### src/logic/rvss_map.svh
// register offsets, field positions and reset values of the rail bank
`ifndef RVSS_MAP_SVH
`define RVSS_MAP_SVH
`define RVSS_OFF_SHUTDOWN 8'h91
`define RVSS_OFF_RAIL1_SLEEP 8'h92
`define RVSS_OFF_RAIL2_SLEEP 8'h93
`define RVSS_OFF_RAIL4_VSEL 8'h94
`define RVSS_SHUTDOWN_BIT 0
`define RVSS_CODE_MSB 7
`define RVSS_CODE_LSB 1
`define RVSS_FLAG_BIT 0
`define RVSS_RST_SHUTDOWN 8'h00
`define RVSS_RST_RAIL 8'h00
`endif

### src/logic/rvss_pkg.sv
// types shared by the rail voltage and sleep bank
`default_nettype none
package rvss_pkg;
    typedef logic [6:0] rvss_code_t;
    typedef logic [7:0] rvss_byte_t;
endpackage : rvss_pkg
`default_nettype wire

### src/logic/rvss_code_select.sv
// sleep or normal code selection for one regulator
`default_nettype none
module rvss_code_select (
    // clock and reset
    input wire logic sys_clk,
    input wire logic arst_n,
    // controls
    input wire logic sleep_enable,
    input wire logic sleep_pin_sync,
    input wire rvss_pkg::rvss_code_t normal_code,
    input wire rvss_pkg::rvss_code_t sleep_code,
    // result
    output logic sleep_active,
    output rvss_pkg::rvss_code_t active_code
);
    // sleep only when enabled and the assigned pin is low
    always_comb begin
        sleep_active = sleep_enable && !sleep_pin_sync;
        active_code = sleep_active ? sleep_code : normal_code;
    end

    ////////////////////////////////////////////////////////////////////////
    // checks
    // a disabled rail never leaves its normal code, whatever the pin does
    property p_sel;
        @(posedge sys_clk) disable iff (!arst_n)
        !sleep_enable |-> active_code == normal_code && !sleep_active;
    endproperty
    a_sel: assert property (p_sel)
        else $error("sleep code used while sleep disabled");
    // enabled and pin low gives the sleep code
    property p_slp;
        @(posedge sys_clk) disable iff (!arst_n)
        sleep_enable && !sleep_pin_sync |-> active_code == sleep_code;
    endproperty
    a_slp: assert property (p_slp)
        else $error("sleep code not used");
    // enabled but pin high keeps the normal code
    property p_wake;
        @(posedge sys_clk) disable iff (!arst_n)
        sleep_enable && sleep_pin_sync |->
            active_code == normal_code && !sleep_active;
    endproperty
    a_wake: assert property (p_wake)
        else $error("sleep code used with pin high");
endmodule : rvss_code_select
`default_nettype wire

### src/logic/rvss_regs.sv
// rail voltage, sleep and forced shutdown register bank
`include "rvss_map.svh"
`default_nettype none
module rvss_regs #(
    // factory pin assignment: 0 selects input one, 1 input two
    parameter logic RAIL1_PIN_SEL = 1'b0,
    parameter logic RAIL2_PIN_SEL = 1'b1
) (
    // clock and reset
    input wire logic sys_clk,
    input wire logic arst_n,
    // register port from the serial slave, one byte per strobe
    input wire logic reg_wr,
    input wire logic reg_rd,
    input wire logic [7:0] reg_addr,
    input wire logic [7:0] reg_wdata,
    output logic [7:0] reg_rdata,
    output logic reg_wr_ack,
    // sleep pins, asynchronous
    input wire logic sleep_input_one,
    input wire logic sleep_input_two,
    // normal codes of rails one and two from elsewhere
    input wire rvss_pkg::rvss_code_t rail1_normal_voltage_code,
    input wire rvss_pkg::rvss_code_t rail2_normal_voltage_code,
    // regulator controls
    output rvss_pkg::rvss_code_t rail1_active_code,
    output rvss_pkg::rvss_code_t rail2_active_code,
    output logic rail1_sleep_active,
    output logic rail2_sleep_active,
    output rvss_pkg::rvss_code_t rail4_voltage_code,
    output logic rail4_active_slew,
    output logic rail4_passive_decay,
    // device wide shutdown pulse
    output logic shutdown_pulse
);
    ////////////////////////////////////////////////////////////////////////
    // state
    typedef struct packed {
        logic [1:0] s1;     // pin one synchroniser
        logic [1:0] s2;     // pin two synchroniser
        logic [7:0] r1;     // rail one sleep control
        logic [7:0] r2;     // rail two sleep control
        logic [7:0] r4;     // rail four voltage select
        logic sd;           // shutdown requested, shown for one cycle
        logic [7:0] rd;     // read data
    } rvss_state_t;

    rvss_state_t st_reg;
    rvss_state_t st_next;
    logic wr_sd; // write of one to shutdown bit
    logic pin1;
    logic pin2;

    ////////////////////////////////////////////////////////////////////////
    // next state
    always_comb begin
        st_next = st_reg;
        // two flops per pin: only the second is read, so a metastable
        // first stage never reaches the code selectors
        st_next.s1 = {st_reg.s1[0], sleep_input_one};
        st_next.s2 = {st_reg.s2[0], sleep_input_two};
        wr_sd = reg_wr && reg_addr == `RVSS_OFF_SHUTDOWN &&
            reg_wdata[`RVSS_SHUTDOWN_BIT];
        // self clearing: set only in the write cycle
        st_next.sd = wr_sd;
        if (st_reg.sd) begin
            // shutdown returns every register to its default
            st_next.r1 = `RVSS_RST_RAIL;
            st_next.r2 = `RVSS_RST_RAIL;
            st_next.r4 = `RVSS_RST_RAIL;
        end else if (reg_wr) begin
            unique case (reg_addr)
                `RVSS_OFF_RAIL1_SLEEP: st_next.r1 = reg_wdata;
                `RVSS_OFF_RAIL2_SLEEP: st_next.r2 = reg_wdata;
                `RVSS_OFF_RAIL4_VSEL: st_next.r4 = reg_wdata;
                default: ; // shutdown and unmapped hold no stored bits
            endcase
        end
        // reads: shutdown bit never stored, reserved read zero
        st_next.rd = 8'h00;
        if (reg_rd) begin
            unique case (reg_addr)
                `RVSS_OFF_SHUTDOWN: begin
                    st_next.rd = `RVSS_RST_SHUTDOWN;
                end
                `RVSS_OFF_RAIL1_SLEEP: st_next.rd = st_reg.r1;
                `RVSS_OFF_RAIL2_SLEEP: st_next.rd = st_reg.r2;
                `RVSS_OFF_RAIL4_VSEL: st_next.rd = st_reg.r4;
                default: st_next.rd = 8'h00;
            endcase
        end
    end

    // registers
    always_ff @(posedge sys_clk or negedge arst_n) begin
        if (!arst_n) begin
            st_reg <= '0;
        end else begin
            st_reg <= st_next;
        end
    end

    ////////////////////////////////////////////////////////////////////////
    // outputs
    // factory fixed routing, no register can change it
    assign pin1 = RAIL1_PIN_SEL ? st_reg.s2[1] : st_reg.s1[1];
    assign pin2 = RAIL2_PIN_SEL ? st_reg.s2[1] : st_reg.s1[1];
    // no ack for the shutdown byte; other writes are acknowledged
    assign reg_wr_ack = reg_wr && !wr_sd;
    assign reg_rdata = st_reg.rd;
    assign shutdown_pulse = st_reg.sd;
    assign rail4_voltage_code = st_reg.r4[`RVSS_CODE_MSB:`RVSS_CODE_LSB];
    assign rail4_passive_decay = st_reg.r4[`RVSS_FLAG_BIT];
    assign rail4_active_slew = !st_reg.r4[`RVSS_FLAG_BIT];

    rvss_code_select u_sel1 (
        .sys_clk(sys_clk),
        .arst_n(arst_n),
        .sleep_enable(st_reg.r1[`RVSS_FLAG_BIT]),
        .sleep_pin_sync(pin1),
        .normal_code(rail1_normal_voltage_code),
        .sleep_code(st_reg.r1[`RVSS_CODE_MSB:`RVSS_CODE_LSB]),
        .sleep_active(rail1_sleep_active),
        .active_code(rail1_active_code)
    );
    rvss_code_select u_sel2 (
        .sys_clk(sys_clk),
        .arst_n(arst_n),
        .sleep_enable(st_reg.r2[`RVSS_FLAG_BIT]),
        .sleep_pin_sync(pin2),
        .normal_code(rail2_normal_voltage_code),
        .sleep_code(st_reg.r2[`RVSS_CODE_MSB:`RVSS_CODE_LSB]),
        .sleep_active(rail2_sleep_active),
        .active_code(rail2_active_code)
    );

    ////////////////////////////////////////////////////////////////////////
    // checks
    // a request gives one pulse, unless it is renewed at once
    property p_sd;
        @(posedge sys_clk) disable iff (!arst_n)
        wr_sd |=> shutdown_pulse ##1 (!shutdown_pulse || $past(wr_sd));
    endproperty
    a_sd: assert property (p_sd)
        else $error("shutdown pulse wrong");
    // the cycle after the pulse every stored register is at default
    property p_sclr;
        @(posedge sys_clk) disable iff (!arst_n)
        shutdown_pulse |=> st_reg.r1 == `RVSS_RST_RAIL &&
            st_reg.r2 == `RVSS_RST_RAIL && st_reg.r4 == `RVSS_RST_RAIL;
    endproperty
    a_sclr: assert property (p_sclr)
        else $error("regs not reset");

    // without a fresh request the pulse drops by itself
    property p_self;
        @(posedge sys_clk) disable iff (!arst_n)
        shutdown_pulse && !wr_sd |=> !shutdown_pulse;
    endproperty
    a_self: assert property (p_self)
        else $error("shutdown pulse stuck");

    // the shutdown byte goes unanswered
    property p_nack;
        @(posedge sys_clk) disable iff (!arst_n)
        wr_sd |-> !reg_wr_ack;
    endproperty
    a_nack: assert property (p_nack)
        else $error("shutdown acked");
    // every write elsewhere is acknowledged in its own cycle
    property p_ack;
        @(posedge sys_clk) disable iff (!arst_n)
        reg_wr && reg_addr != `RVSS_OFF_SHUTDOWN |-> reg_wr_ack;
    endproperty
    a_ack: assert property (p_ack)
        else $error("write not acked");

    // the shutdown register always reads as zero
    property p_rd91;
        @(posedge sys_clk) disable iff (!arst_n)
        reg_rd && reg_addr == `RVSS_OFF_SHUTDOWN |=>
            reg_rdata == `RVSS_RST_SHUTDOWN;
    endproperty
    a_rd91: assert property (p_rd91)
        else $error("shutdown reads nonzero");

    // sleep codes land in the upper seven bits of their control byte
    property p_wr92;
        @(posedge sys_clk) disable iff (!arst_n)
        reg_wr && reg_addr == `RVSS_OFF_RAIL1_SLEEP && !shutdown_pulse |=>
            st_reg.r1[`RVSS_CODE_MSB:`RVSS_CODE_LSB] ==
            $past(reg_wdata[`RVSS_CODE_MSB:`RVSS_CODE_LSB]);
    endproperty
    a_wr92: assert property (p_wr92)
        else $error("rail1 sleep code lost");
    property p_wr93;
        @(posedge sys_clk) disable iff (!arst_n)
        reg_wr && reg_addr == `RVSS_OFF_RAIL2_SLEEP && !shutdown_pulse |=>
            st_reg.r2[`RVSS_CODE_MSB:`RVSS_CODE_LSB] ==
            $past(reg_wdata[`RVSS_CODE_MSB:`RVSS_CODE_LSB]);
    endproperty
    a_wr93: assert property (p_wr93)
        else $error("rail2 sleep code lost");

    // a write in the pulse cycle is lost, so it is left out here
    property p_wr94;
        @(posedge sys_clk) disable iff (!arst_n)
        reg_wr && reg_addr == `RVSS_OFF_RAIL4_VSEL && !shutdown_pulse |=>
            rail4_voltage_code ==
            $past(reg_wdata[`RVSS_CODE_MSB:`RVSS_CODE_LSB]);
    endproperty
    a_wr94: assert property (p_wr94)
        else $error("rail4 code lost");

    // decay flag follows the written bit; slew is its complement
    property p_dec;
        @(posedge sys_clk) disable iff (!arst_n)
        reg_wr && reg_addr == `RVSS_OFF_RAIL4_VSEL && !shutdown_pulse |=>
            rail4_passive_decay == $past(reg_wdata[`RVSS_FLAG_BIT]) &&
            rail4_active_slew == !$past(reg_wdata[`RVSS_FLAG_BIT]);
    endproperty
    a_dec: assert property (p_dec)
        else $error("decay mode wrong");
endmodule : rvss_regs
`default_nettype wire

### config.mk
export PLATFORM = sky130hd
export DESIGN_NAME = rvss_regs
export DESIGN_NICKNAME = d
export VERILOG_FILES = /design/src/logic/rvss_pkg.sv /design/src/logic/rvss_code_select.sv /design/src/logic/rvss_regs.sv
export VERILOG_INCLUDE_DIRS = /design/src /design/src/logic
export SDC_FILE = /design/constraint.sdc
export NUM_CORES = 1
export LEC_CHECK = 0
export ABC_AREA = 1
export CAP_MARGIN = 20
export CELL_PAD_IN_SITES_DETAIL_PLACEMENT = 1
export CELL_PAD_IN_SITES_GLOBAL_PLACEMENT = 1
export CORE_ASPECT_RATIO = 0.6
export CORE_MARGIN = 5
export CORE_UTILIZATION = 49
export CTS_CLUSTER_SIZE = 12
export DETAILED_ROUTE_END_ITERATION = 7
export DONT_BUFFER_PORTS = 1
export GPL_TIMING_DRIVEN = 0
export PLACE_DENSITY = 0.81
export SETUP_SLACK_MARGIN = 0.5
export SYNTH_ARGS = -nofsm -noshare
export SYNTH_HDL_FRONTEND = slang
export SYNTH_HIERARCHICAL = 1
export SYNTH_SLANG_ARGS = --single-unit
export TNS_END_PERCENT = 1
### constraint.sdc
create_clock -name sys_clk -period 1.9 [get_ports sys_clk]
set_clock_uncertainty 0.05 [all_clocks]
set_input_delay 0.19 -clock sys_clk [delete_from_list [all_inputs] [get_ports sys_clk]]
set_output_delay 0.19 -clock sys_clk [all_outputs]
set_load 0.02 [all_outputs]
==> impl_metrics.json <==
{
  "port_buffers": 0,
  "holdCritPathClass": "in -> reg",
  "maxCapViolCount": 0,
  "yosysUniqueCellTypes": 23,
  "cts.htree.levels": 2,
  "synth-seq-area-share_pct": 41.2,
  "die_area_sq_um": 6080,
  "num_io_pins": 71,
  "ctsLongestPathBuffers": 2,
  "antenna_left": 0,
  "status": "finished clean",
  "place_hpwl_um": 4440,
  "synthTopCellsByArea": "dfrtp_1 41%, nand3_1 13%, nand2_1 11%, buf_4 5.0%, nand3_2 4.9%",
  "netlist_instances": 267,
  "powerDensity_nw_per_um2": 716,
  "max-slew-margin-rel_pct": 73.9,
  "timing.rr.end": "st_reg[29]",
  "die_h_um": 62.4,
  "num-fill-cells": 536,
  "tightest_slew_ps": 390,
  "worstHoldPathCells": 2,
  "coreArea_sq_um": 4490,
  "path_max_fanout": 8,
  "drc": 0,
  "drt_iter0_markers": 80,
  "tns_ps": 0,
  "max_freq_mhz": 720,
  "first_pass_iters": 4,
  "syn_nets": 303,
  "syn_to_final_growth_pct": 13.3,
  "synth_area_per_cell_sq_um": 8.41,
  "peakVddDrop_mv": 0.527,
  "tritoncts": "built",
  "r2r_start": "shutdown_pulse",
  "swShare_pct": 26.7,
  "clk_pin_slew_ps": 70,
  "p_comb_share_pct": 13.5,
  "fin_nets": 316,
  "fp.dieW_um": 97.4,
  "diodes": 0,
  "fin_ws_ps": 511,
  "clk_latency_ps": 290,
  "numCtsBuffers": 5,
  "vias_per_cell": 5.33,
  "rows": 19,
  "yosys.area.top_type_share_pct": 41.2,
  "synth-seq-cells": 37,
  "p_sw_w": 0.000486,
  "p_clk_share_pct": 39.2,
  "layout-drive-gt1-share_pct": 34.2,
  "gp_congestion": 0.823,
  "ff2ff_path_depth": 5,
  "synth_warnings": 6,
  "place_area_sq_um": 2320,
  "gr-total-overflow": 0,
  "hp-start": "reg_addr[0]",
  "pre_cts_slack_ps": 462,
  "power.internal_w": 0.00134,
  "design_area_sq_um": 2540,
  "start_util_pct": 50.0,
  "antenna_found_initial": 0,
  "finalSetupViolCount": 0,
  "largest_reg_flops": 16,
  "post_drt_wl_per_cell_um": 17.3,
  "grt_first_pass_wirelength_um": 9890,
  "final_hold_viol_count": 0,
  "clockRootBuffer": "clkbuf_8",
  "grtUsageTotal_pct": 20.6,
  "finalWirelength_um": 5940,
  "synth_top_area_cell": "dfrtp_1",
  "layout_min_cycle_time_ps": 1390,
  "timing.final.crit_share_pct": 73.1,
  "critPathRequiredTime_ps": 1660,
  "grt_pass1_vias": 1900,
  "vias": 1832,
  "worstSetupPathType": "reg -> out",
  "synthesis.area_sq_um": 2250,
  "grt_max_degree": 38,
  "rsz0062_at_grt": "true",
  "arrival_ps": 1150,
  "end_kind": "output port",
  "cp-start-kind": "flop",
  "p_leak_nw": 1.34,
  "r2r_slack_ps": 530,
  "whs_endpoint": "shutdown_pulse",
  "pwr-share-seq_pct": 47.3,
  "finalMaxSlewViolations": 0,
  "numClockSinks": 37
}
==> logic make-up (layout without fill, tap and decap cells) <==
group                  Yosys count  after routing  synth area share, %
AOI/OAI and AO/OA               12             12                 4.01
DFF                             37             37                 41.2
and+or+nand+nor                164            164                 39.9
buffers and inverters           54             68                 14.8
==> cells in the mapped netlist <==
cell and n:
nand3_1 60, inv_1 20, buf_4 15, inv_4 2, dfrtp_1 37, nor3b_2 1
nand2_2 10, nand2_8 2, nand3_4 1, clkinv_1 1, nand4_1 1, nor2_4 2
nand2_1 65, buf_6 7, o21ai_1 4, buf_2 4, buf_8 1, o21ai_2 8
nor2_8 2, nand3_2 11, inv_2 4, nor2_1 8, nand2_4 1
==> layout make-up <==
cell class	count	area (sq um)	area share, %
multi-input cells	176	1020	40.2
flip-flops and latches	37	927	36.4
plain buffers	27	229	9.00
inverters	27	106	4.18
clock buffers	7	86.3	3.39
well taps	63	78.8	3.10
repair buffers	6	65.1	2.56
clock inverters	1	30.0	1.18
==> worst max path at each step <==
stage / startpoint / endpoint / slack (ps) / cells after the start
2_1_floorplan: shutdown_pulse / rail4_voltage_code[3] / 700 / 5
3_3_place_gp: shutdown_pulse / st_reg[20] / 490 / 5
3_5_place_dp: shutdown_pulse / st_reg[20] / 460 / 5
4_1_cts: st_reg[17] / rail2_active_code[1] / 460 / 4
5_1_grt: st_reg[25] / rail1_active_code[2] / 470 / 4
6_report: st_reg[25] / rail1_active_code[4] / 510 / 4
==> power by group through the flow <==
stage	clock network (W)	registers, W	logic (W)
finish	0.000715	0.000861	0.000246
CTS	0.000719	0.000862	0.000241
global route	0.000759	0.000866	0.000270
floorplan	0	0.000863	0.000185
global placement	0	0.000877	0.000204
detailed placement	0	0.000877	0.000210
==> through the flow <==
| step | hold WS [ps] | std cells | utilization, % | power (W) |
|---|---|---|---|---|
| final | 22.4 | 344 | 56.6 | 0.00182 |
| after CTS | 31.6 | 342 | 55.8 | 0.00182 |
| after detailed placement | -154 | 330 | 51.7 | 0.00109 |
| after global placement | -154 | 330 | 51.7 | 0.00108 |
| after global routing | 19.0 | 344 | 56.6 | 0.00189 |
| after floorplan | -156 | 267 | - | 0.00105 |
==> repair_timing <==
item / CTS / global route
buffers inserted: 0 / 2
endpoints found under the setup margin: 24 / 34
pin swaps: 0 / 1
hold buffers: 4 / 0
hold endpoints to repair: 39 / 0
gates resized for setup: 6 / 10
==> critical path, stage by stage, from the launching register on <==
cell,delay (ps)
dfrtp_1,400
buf_6,150
nand2_8,90
nand2_2,40
nand2_1,160
==> layer usage <==
layer | vias to the layer above | GRT usage, % | wire length (um)
li1 | 871 | - | -
met1 | 894 | 29.1 | 2820
met2 | 61 | 31.8 | 2650
met3 | 6 | 5.69 | 402
met4 | 0 | 4.15 | 63
met5 | - | 0 | 0
==> placed cells by master (no fill, tap or decap), types with 3 or more instances in the layout <==
cell type and count:
dlygate4sd3_1 3, nor2_1 8, buf_2 3, nand3_1 60
nand3_2 11, nand2_1 51, o21ai_2 8, clkbuf_8 6
buf_6 7, dfrtp_1 36, inv_2 4, buf_4 18
nand2_2 24, inv_1 20, o21ai_1 4
(Power assumes the default switching activity.)
